`src/core/scc_pkg.sv`:
```
// Package of constants, types and decode helpers for the system clock control.
//////////////////////////////////////////////////////////////////////////////
// Summary of operation
// - Divide-by-16 boot option leaves clock mode 0x1c, watchdog off, slow RC on.
// - Divide-by-32 boot option leaves clock mode 0x7c, 500KHz from 16MHz, no watchdog.
// - Slow-RC boot option leaves clock mode 0xe4, fast RC off, watchdog on.
// - With calibration off, clock mode keeps its reset value; watchdog stays on.
// - Crystal control bit 7 turns the crystal oscillator on or off.
// - Crystal control bits 6:5 set drive strength: 01 low, 10 middle, 11 high.
// - A clock mode write switches source and divider at once, no delay.
// - Clock mode bit 4 enables the fast internal RC oscillator.
// - Writing 0x34 selects fast RC divided by 2, slow RC kept running.
// - Writing 0xf4 selects the slow RC, fast RC kept enabled.
// - Writing 0xb0 selects the crystal oscillator, fast RC kept enabled.
// - Writing 0x14 from fast RC divide-by-2 moves to fast RC divide-by-4.
// - Crystal, fast RC and slow RC each have an independent enable bit.
//////////////////////////////////////////////////////////////////////////////
package scc_pkg;

  localparam int ADDR_W = 6;
  localparam int DATA_W = 8;

  localparam logic [5:0] CLOCK_MODE_ADDR = 6'h03;
  localparam logic [5:0] XTAL_CTRL_ADDR = 6'h0a;
  localparam logic [5:0] CLOCK_STATUS_ADDR = 6'h3f;

  // Clock mode fields.
  localparam int CM_SEL_HI = 7;
  localparam int CM_SEL_LO = 5;
  localparam int CM_FAST_EN = 4;
  localparam int CM_TYPE = 3;
  localparam int CM_SLOW_EN = 2;
  localparam int CM_WDT_EN = 1;

  // Crystal control fields.
  localparam int XC_EN = 7;
  localparam int XC_DRV_HI = 6;
  localparam int XC_DRV_LO = 5;
  localparam logic [7:0] XC_WRITE_MASK = 8'he0;
  localparam logic [7:0] XTAL_CTRL_RESET = 8'h00;

  // Clock mode values after reset, picked by the boot-up time option.
  localparam logic [7:0] CLOCK_MODE_RESET_FAST = 8'h9c;
  localparam logic [7:0] CLOCK_MODE_RESET_SLOW = 8'he4;

  // Post-boot clock mode values of the calibration options.
  localparam logic [7:0] BOOT_DIV2 = 8'h34;
  localparam logic [7:0] BOOT_DIV4 = 8'h14;
  localparam logic [7:0] BOOT_DIV8 = 8'h3c;
  localparam logic [7:0] BOOT_DIV16 = 8'h1c;
  localparam logic [7:0] BOOT_DIV32 = 8'h7c;
  localparam logic [7:0] BOOT_SLOW = 8'he4;

  // Source select codes in clock mode bits 7:5.
  localparam logic [2:0] SEL_FAST_A = 3'h0;
  localparam logic [2:0] SEL_FAST_B = 3'h1;
  localparam logic [2:0] SEL_FAST_C = 3'h3;
  localparam logic [2:0] SEL_FAST_64 = 3'h4;
  localparam logic [2:0] SEL_XTAL = 3'h5;

  typedef enum logic [2:0] {
    CAL_DIV2 = 3'b000,
    CAL_DIV4 = 3'b001,
    CAL_DIV8 = 3'b010,
    CAL_DIV16 = 3'b011,
    CAL_DIV32 = 3'b100,
    CAL_SLOW = 3'b101,
    CAL_OFF = 3'b110
  } scc_cal_e;

  typedef enum logic [1:0] {
    SRC_FAST = 2'b00,
    SRC_SLOW = 2'b01,
    SRC_XTAL = 2'b10
  } scc_src_e;

  typedef enum logic [1:0] {
    DRV_OFF = 2'b00,
    DRV_LOW = 2'b01,
    DRV_MID = 2'b10,
    DRV_HIGH = 2'b11
  } scc_drive_e;

  typedef enum logic {
    ST_BOOT = 1'b0,
    ST_RUN = 1'b1
  } scc_state_e;

  // Selected source and divider as a power of two, zero meaning undivided.
  typedef struct packed {
    scc_src_e src;
    logic [2:0] div_log;
  } scc_clk_sel_s;

  typedef struct packed {
    logic [5:0] addr;
    logic [7:0] wdata;
    logic wr;
    logic rd;
  } scc_bus_req_s;

  // Maps a clock mode value onto the source and divider it selects.
  function automatic scc_clk_sel_s decode_clock_mode(input logic [7:0] mode);
    scc_clk_sel_s sel;
    logic t;
    sel = '{src: SRC_SLOW, div_log: 3'h0};
    t = mode[CM_TYPE];
    case (mode[CM_SEL_HI:CM_SEL_LO])
      SEL_FAST_A: sel = '{src: SRC_FAST, div_log: (t ? 3'h4 : 3'h2)};
      SEL_FAST_B: sel = '{src: SRC_FAST, div_log: (t ? 3'h3 : 3'h1)};
      SEL_FAST_C: sel = '{src: SRC_FAST, div_log: 3'h5};
      SEL_FAST_64: sel = '{src: SRC_FAST, div_log: 3'h6};
      SEL_XTAL: sel = '{src: SRC_XTAL, div_log: 3'h0};
      default: sel = '{src: SRC_SLOW, div_log: 3'h0};
    endcase
    return sel;
  endfunction

  // Post-boot clock mode of a calibration option; reset value when it is off.
  function automatic logic [7:0] boot_clock_mode(input scc_cal_e cal,
                                                 input logic [7:0] rst_val);
    logic [7:0] v;
    v = rst_val;
    case (cal)
      CAL_DIV2: v = BOOT_DIV2;
      CAL_DIV4: v = BOOT_DIV4;
      CAL_DIV8: v = BOOT_DIV8;
      CAL_DIV16: v = BOOT_DIV16;
      CAL_DIV32: v = BOOT_DIV32;
      CAL_SLOW: v = BOOT_SLOW;
      default: v = rst_val;
    endcase
    return v;
  endfunction

endpackage

```
`src/core/scc_clk_gen.sv`:
```
// System clock generator: picks one oscillator and divides it.
`timescale 1ns/1ns
module scc_clk_gen (
  input wire logic clock,
  input wire logic sys_rst,
  input wire logic restart,
  input wire scc_pkg::scc_clk_sel_s sel,
  input wire logic fast_rc_in,
  input wire logic slow_rc_in,
  input wire logic xtal_in,
  output logic sys_clk_out
);

  logic fast_q;
  logic slow_q;
  logic xtal_q;
  logic src_now;
  logic src_prev;
  logic [4:0] edge_count;
  logic [4:0] half_count;

  always_ff @(posedge clock) begin
    if (sys_rst) begin
      fast_q <= 1'b0;
      slow_q <= 1'b0;
      xtal_q <= 1'b0;
    end else begin
      fast_q <= fast_rc_in;
      slow_q <= slow_rc_in;
      xtal_q <= xtal_in;
    end
  end

  always_comb begin
    case (sel.src)
      scc_pkg::SRC_FAST: src_now = fast_q;
      scc_pkg::SRC_XTAL: src_now = xtal_q;
      default: src_now = slow_q;
    endcase
    half_count = (sel.div_log == 3'h0) ? 5'h00 :
                 5'((6'h01 << (sel.div_log - 3'h1)) - 6'h01);
  end

  always_ff @(posedge clock) begin
    if (sys_rst) begin
      src_prev <= 1'b0;
    end else begin
      src_prev <= src_now;
    end
  end

  // A write restarts the divider so the new setting counts from its first
  // source edge; a stopped source simply freezes the output.
  always_ff @(posedge clock) begin
    if (sys_rst) begin
      edge_count <= 5'h00;
      sys_clk_out <= 1'b0;
    end else if (restart) begin
      edge_count <= 5'h00;
      sys_clk_out <= 1'b0;
    end else if (sel.div_log == 3'h0) begin
      sys_clk_out <= src_now;
    end else if (src_now && !src_prev) begin
      if (edge_count == half_count) begin
        edge_count <= 5'h00;
        sys_clk_out <= ~sys_clk_out;
      end else begin
        edge_count <= edge_count + 5'h01;
      end
    end
  end

endmodule // scc_clk_gen

```
`src/core/scc_clock_ctrl.sv`:
```
// Top of the system clock control: registers, boot load and oscillator enables.
//
// Implementation choice: the strobed register port.
`timescale 1ns/1ns
module scc_clock_ctrl #(
  parameter scc_pkg::scc_cal_e CAL_OPTION = scc_pkg::CAL_DIV16,
  parameter logic FAST_BOOT = 1'b0
) (
  input wire logic clock,
  input wire logic sys_rst,
  input wire logic [5:0] reg_addr,
  input wire logic [7:0] reg_wdata,
  input wire logic reg_wr,
  input wire logic reg_rd,
  output logic [7:0] reg_rdata,
  input wire logic fast_rc_in,
  input wire logic slow_rc_in,
  input wire logic xtal_in,
  output logic sys_clk_out,
  output logic fast_rc_enable,
  output logic slow_rc_enable,
  output logic xtal_enable,
  output logic [1:0] xtal_drive,
  output logic watchdog_enable,
  output logic boot_done
);

  //////////////////////////////////////////////////////////////////////////////
  // Boot constants.

  localparam logic [7:0] RESET_MODE = FAST_BOOT ?
    scc_pkg::CLOCK_MODE_RESET_FAST : scc_pkg::CLOCK_MODE_RESET_SLOW;
  localparam logic [7:0] BOOT_MODE =
    scc_pkg::boot_clock_mode(CAL_OPTION, RESET_MODE);
  // Calibrated fast-RC options leave the watchdog off; slow RC and no
  // calibration leave it running.
  localparam logic BOOT_WDT = (CAL_OPTION == scc_pkg::CAL_SLOW) ||
                              (CAL_OPTION == scc_pkg::CAL_OFF);

  scc_pkg::scc_state_e state;
  scc_pkg::scc_bus_req_s req;
  scc_pkg::scc_clk_sel_s sel;
  logic [7:0] clock_mode;
  logic [7:0] xtal_ctrl;
  logic boot_wdt;
  logic mode_write;
  logic xtal_write;
  logic restart;
  logic [7:0] next_rdata;

  assign req = '{addr: reg_addr, wdata: reg_wdata, wr: reg_wr, rd: reg_rd};

  //////////////////////////////////////////////////////////////////////////////
  // Boot sequence.

  // The first cycle after reset loads the post-boot value; bus writes in that
  // cycle are dropped, not held, and a read in it returns the raw reset value.
  always_ff @(posedge clock) begin
    if (sys_rst) begin
      state <= scc_pkg::ST_BOOT;
    end else begin
      case (state)
        scc_pkg::ST_BOOT: state <= scc_pkg::ST_RUN;
        scc_pkg::ST_RUN: state <= scc_pkg::ST_RUN;
        default: state <= scc_pkg::ST_BOOT;
      endcase
    end
  end

  always_ff @(posedge clock) begin
    if (sys_rst) begin
      boot_done <= 1'b0;
    end else begin
      boot_done <= (state == scc_pkg::ST_BOOT) || boot_done;
    end
  end

  //////////////////////////////////////////////////////////////////////////////
  // Address decode.

  always_comb begin
    mode_write = 1'b0;
    xtal_write = 1'b0;
    if (req.wr && state == scc_pkg::ST_RUN) begin
      if (req.addr == scc_pkg::CLOCK_MODE_ADDR) begin
        mode_write = 1'b1;
      end else if (req.addr == scc_pkg::XTAL_CTRL_ADDR) begin
        xtal_write = 1'b1;
      end
    end
  end

  //////////////////////////////////////////////////////////////////////////////
  // Clock mode register.

  // Every value is taken as written. Stopping the running oscillator in the
  // same write as a source change is left to software, since the hardware
  // cannot tell a safe order from an unsafe one.
  always_ff @(posedge clock) begin
    if (sys_rst) begin
      clock_mode <= RESET_MODE;
    end else if (state == scc_pkg::ST_BOOT) begin
      clock_mode <= BOOT_MODE;
    end else if (mode_write) begin
      clock_mode <= req.wdata;
    end
  end

  always_ff @(posedge clock) begin
    if (sys_rst) begin
      boot_wdt <= 1'b0;
    end else if (state == scc_pkg::ST_BOOT) begin
      boot_wdt <= BOOT_WDT;
    end
  end

  //////////////////////////////////////////////////////////////////////////////
  // Crystal oscillator control register.

  always_ff @(posedge clock) begin
    if (sys_rst) begin
      xtal_ctrl <= scc_pkg::XTAL_CTRL_RESET;
    end else if (xtal_write) begin
      xtal_ctrl <= req.wdata & scc_pkg::XC_WRITE_MASK;
    end
  end

  //////////////////////////////////////////////////////////////////////////////
  // Oscillator enables and drive.

  // Each oscillator follows only its own bit; none is stopped implicitly
  // when it is deselected.
  always_ff @(posedge clock) begin
    if (sys_rst) begin
      fast_rc_enable <= 1'b0;
      slow_rc_enable <= 1'b0;
      xtal_enable <= 1'b0;
      xtal_drive <= scc_pkg::DRV_OFF;
      watchdog_enable <= 1'b0;
    end else begin
      fast_rc_enable <= clock_mode[scc_pkg::CM_FAST_EN];
      slow_rc_enable <= clock_mode[scc_pkg::CM_SLOW_EN];
      xtal_enable <= xtal_ctrl[scc_pkg::XC_EN];
      xtal_drive <= xtal_ctrl[scc_pkg::XC_DRV_HI:scc_pkg::XC_DRV_LO];
      watchdog_enable <= boot_wdt || clock_mode[scc_pkg::CM_WDT_EN];
    end
  end

  //////////////////////////////////////////////////////////////////////////////
  // Clock selection and generation.

  // Selection is decoded straight from the register, so the generator
  // follows a write on the next edge. No crystal stability check is made:
  // selecting an unsettled crystal gives an unsettled system clock.
  assign sel = scc_pkg::decode_clock_mode(clock_mode);
  assign restart = (state == scc_pkg::ST_BOOT) || mode_write;

  scc_clk_gen u_clk_gen (
    .clock(clock),
    .sys_rst(sys_rst),
    .restart(restart),
    .sel(sel),
    .fast_rc_in(fast_rc_in),
    .slow_rc_in(slow_rc_in),
    .xtal_in(xtal_in),
    .sys_clk_out(sys_clk_out)
  );

  //////////////////////////////////////////////////////////////////////////////
  // Read path.

  always_comb begin
    next_rdata = 8'h00;
    if (req.rd) begin
      if (req.addr == scc_pkg::CLOCK_MODE_ADDR) begin
        next_rdata = clock_mode;
      end else if (req.addr == scc_pkg::XTAL_CTRL_ADDR) begin
        next_rdata = xtal_ctrl;
      end else if (req.addr == scc_pkg::CLOCK_STATUS_ADDR) begin
        next_rdata = {boot_done, watchdog_enable, 1'b0, sel.src, sel.div_log};
      end
    end
  end

  // Read data stands only in the cycle after the strobe.
  always_ff @(posedge clock) begin
    if (sys_rst) begin
      reg_rdata <= 8'h00;
    end else begin
      reg_rdata <= next_rdata;
    end
  end

endmodule // scc_clock_ctrl

```
`config.mk`:
```
export PLATFORM = sky130hd
export DESIGN_NAME = scc_clock_ctrl
export DESIGN_NICKNAME = d
export VERILOG_FILES = /design/src/core/scc_pkg.sv /design/src/core/scc_clk_gen.sv /design/src/core/scc_clock_ctrl.sv
export SDC_FILE = /design/constraint.sdc
export NUM_CORES = 1
export LEC_CHECK = 0
export ABC_AREA = 1
export BUFFER_PORTS_ARGS = -buffer_cell sky130_fd_sc_hd__buf_2
export CAP_MARGIN = 20
export CORE_ASPECT_RATIO = 1.75
export CORE_MARGIN = 5
export CORE_UTILIZATION = 54
export CTS_CLUSTER_DIAMETER = 80
export DETAILED_ROUTE_END_ITERATION = 6
export GPL_ROUTABILITY_DRIVEN = 0
export PLACE_DENSITY_LB_ADDON = 0.1
export SLEW_MARGIN = 10
export SYNTH_ARGS = -nofsm -noshare
export SYNTH_HDL_FRONTEND = slang
export SYNTH_HIERARCHICAL = 1
export SYNTH_SLANG_ARGS = --single-unit
```
`constraint.sdc`:
```
create_clock -name clock -period 2.5 [get_ports clock]
set_input_delay 0.5 -clock clock [delete_from_list [all_inputs] [get_ports clock]]
set_output_delay 0.5 -clock clock [all_outputs]
set_load 0.01 [all_outputs]
```
==> results.json <==
{
  "wl_per_cell_um": 11.94,
  "route.detailed.drc": 0,
  "path_clk_slew_ps": 80,
  "setup-tns-final_ps": 0,
  "ff_latch_area_um2": 740.7,
  "cts_tree": "done",
  "firstDrtPassIters": 5,
  "critPathCaptureType": "register",
  "cts_root_buf": "clkbuf_8",
  "fillers": 355,
  "drive_above_1_share_pct": 23.36,
  "power_density_nw_per_um2": 554.5,
  "io_buffers": 36,
  "cts_buffers": 5,
  "routed_wl_mm": 4.369,
  "outcome": "complete, no violations",
  "finalSetupViolations": 0,
  "required_ps": 2690,
  "grtUsageTotal_pct": 21.69,
  "std_cell_rows": 28,
  "gr-total-overflow": 0,
  "post-dp-hpwl_mm": 3.505,
  "yosysTopAreaCell": "dfxtp_1",
  "finalCritPeriodShare_pct": 88.89,
  "worstSetupStartpointType": "register",
  "worstMarginPinSlew_ps": 382.9,
  "fmax_mhz": 450.0,
  "period_minus_slack_ps": 2222,
  "grt_pass1_wl_mm": 7.500,
  "power_leakage_nw": 1.094,
  "total_power_mw": 1.222,
  "h-tree-depth": 2,
  "drv_cap": 0,
  "syn2layout_area_growth_pct": 18.89,
  "crit_arrival_ps": 2410,
  "die_y_um": 87.52,
  "ios": 37,
  "clk_path_buf_depth": 2,
  "fin_skew_ps": 8.316,
  "rsz0062_at_grt": "no",
  "grt_pass1_vias": 1817,
  "grt_max_degree": 18,
  "hold_viol": 0,
  "setup.worst_path.start": "clock_mode[5]",
  "path_class": "register to register",
  "fin_util_pct": 65.55,
  "vias": 1764,
  "final_antenna_net_count": 0,
  "routed_via_density": 4.820,
  "fp.dieW_um": 54.30,
  "min-delay-start": "slow_rc_in",
  "layout_common_cells": "nand2_1, inv_1, dfxtp_1",
  "synth_area_leaders": "dfxtp_1, nand2_1, inv_1",
  "slew_viol_final": 0,
  "dieArea_um2": 4752,
  "netlist.area_leader.share_pct": 39.95,
  "ctsHoldBuffers": 0,
  "multi_input_area_um2": 929.6,
  "synthDistinctLibCells": 24,
  "initial_utilization_pct": 55.13,
  "hold_slack_ps": 403.6,
  "nets": 343,
  "slew_headroom_pct": 74.38,
  "r2r_start": "clock_mode[5]",
  "syn_inst": 274,
  "drt_iter0_markers": 21,
  "ys_seq_elements": 37,
  "clkLatencyLatePin_ps": 290,
  "clkSinkCount": 37,
  "syn-num-nets": 297,
  "coreArea_um2": 3363,
  "seq_area_frac_synth_pct": 39.95,
  "cp_max_fo": 6,
  "irDropWorstVdd_uv": 406.3,
  "netlist_area_um2": 1854,
  "synth_warnings": 6,
  "n_antenna_cell": 0,
  "hold_path_class": "input pin to register",
  "postSynthAreaPerCell_um2": 6.767,
  "layout_commonest_cell": "nand2_1",
  "antenna_found_initial": 0
}
-- through the flow --
step	setup WS, ps	instance area (um^2)	instances
floorplan	370.1	1854	274
global placement	319.7	2098	356
detailed placement	250.1	2098	356
CTS	231.7	2185	364
global route	7.636	2205	366
finish	277.6	2205	366
-- final cells by class --
class                           count  area share, %
Inverter                           46          7.889
Tap cell                           45          2.554
Clock inverter                      3         0.7946
Clock buffer                        5          3.121
Multi-Input combinational cell    189          42.17
Timing Repair Buffer               41          9.875
Sequential cell                    37          33.60
-- power by group --
part           total (mW)  leakage (nW)  switching, mW  internal [mW]
combinational       0.196         0.748          0.125         0.0710
sequential          0.618         0.302         0.0131          0.605
clock               0.408        0.0439          0.216          0.192
total                1.22          1.09          0.354          0.868
-- layer usage --
metal / vias to the layer above / track usage, % / part of all wire (%)
li1: 934 / - / -
met1: 772 / 19.39 / 36
met2: 40 / 41.11 / 56
met3: 18 / 4.631 / 3.6
met4: 0 / 12.93 / 4.1
met5: - / 0 / 0
-- cell families (layout without fill, tap and decap cells) --
kind of cell	count (synthesis)	count (layout)	share of synthesized area, %
AND/OR/NAND/NOR	165	165	41.70
AO/OA/AOI/OAI	20	20	5.870
flip-flops	37	37	39.95
XOR/XNOR	2	2	0.9448
buffers and inverters	48	95	10.19
adder cells (fa/ha/maj)	2	2	1.349
-- registers in the layout (all words and copies together), names as in the netlist, 2 cells and up --
name and flops:
xtal_drive 2, xtal_ctrl 3, clock_mode 8, reg_rdata 8, u_clk_gen/edge_count 5
-- worst paths after layout --
kind	to	slack, ps	cells past startpoint
min reg2reg	xtal_enable	440	2
max	u_clk_gen/edge_count[4]	280	16
max reg2reg	u_clk_gen/edge_count[4]	280	16
min	u_clk_gen/slow_q	400	3
-- repair_timing --
| action | CTS | global route |
|---|---|---|
| setup buffers | 0 | 2 |
| endpoints found under the setup margin | 0 | 5 |
| resized for setup | 0 | 2 |
-- Yosys cell counts, drive strengths merged --
library cell,n
nand3,28
o21ai,5
xor2,2
nor3,3
a21oi,13
nand4,6
a21boi,2
dfxtp,37
buf,1
nand2,82
inv,45
nor2,46
clkbuf,1
ha,2
clkinv,1
-- worst max-delay path, cell delays in order (launching register included) --
cell and delay [ps]:
dfxtp_1 420, inv_1 110, a21oi_1 200, nor2_2 90
inv_1 80, nand2_1 60, ha_1 240, nand2_1 110
nand2_1 70, inv_1 50, nand2_1 60, nand2_1 60
nand2_1 40, nand2_1 100, nand4_1 170, o21ai_2 190
nor2_1 60
No activity file was read; power rests on OpenSTA's default activity.
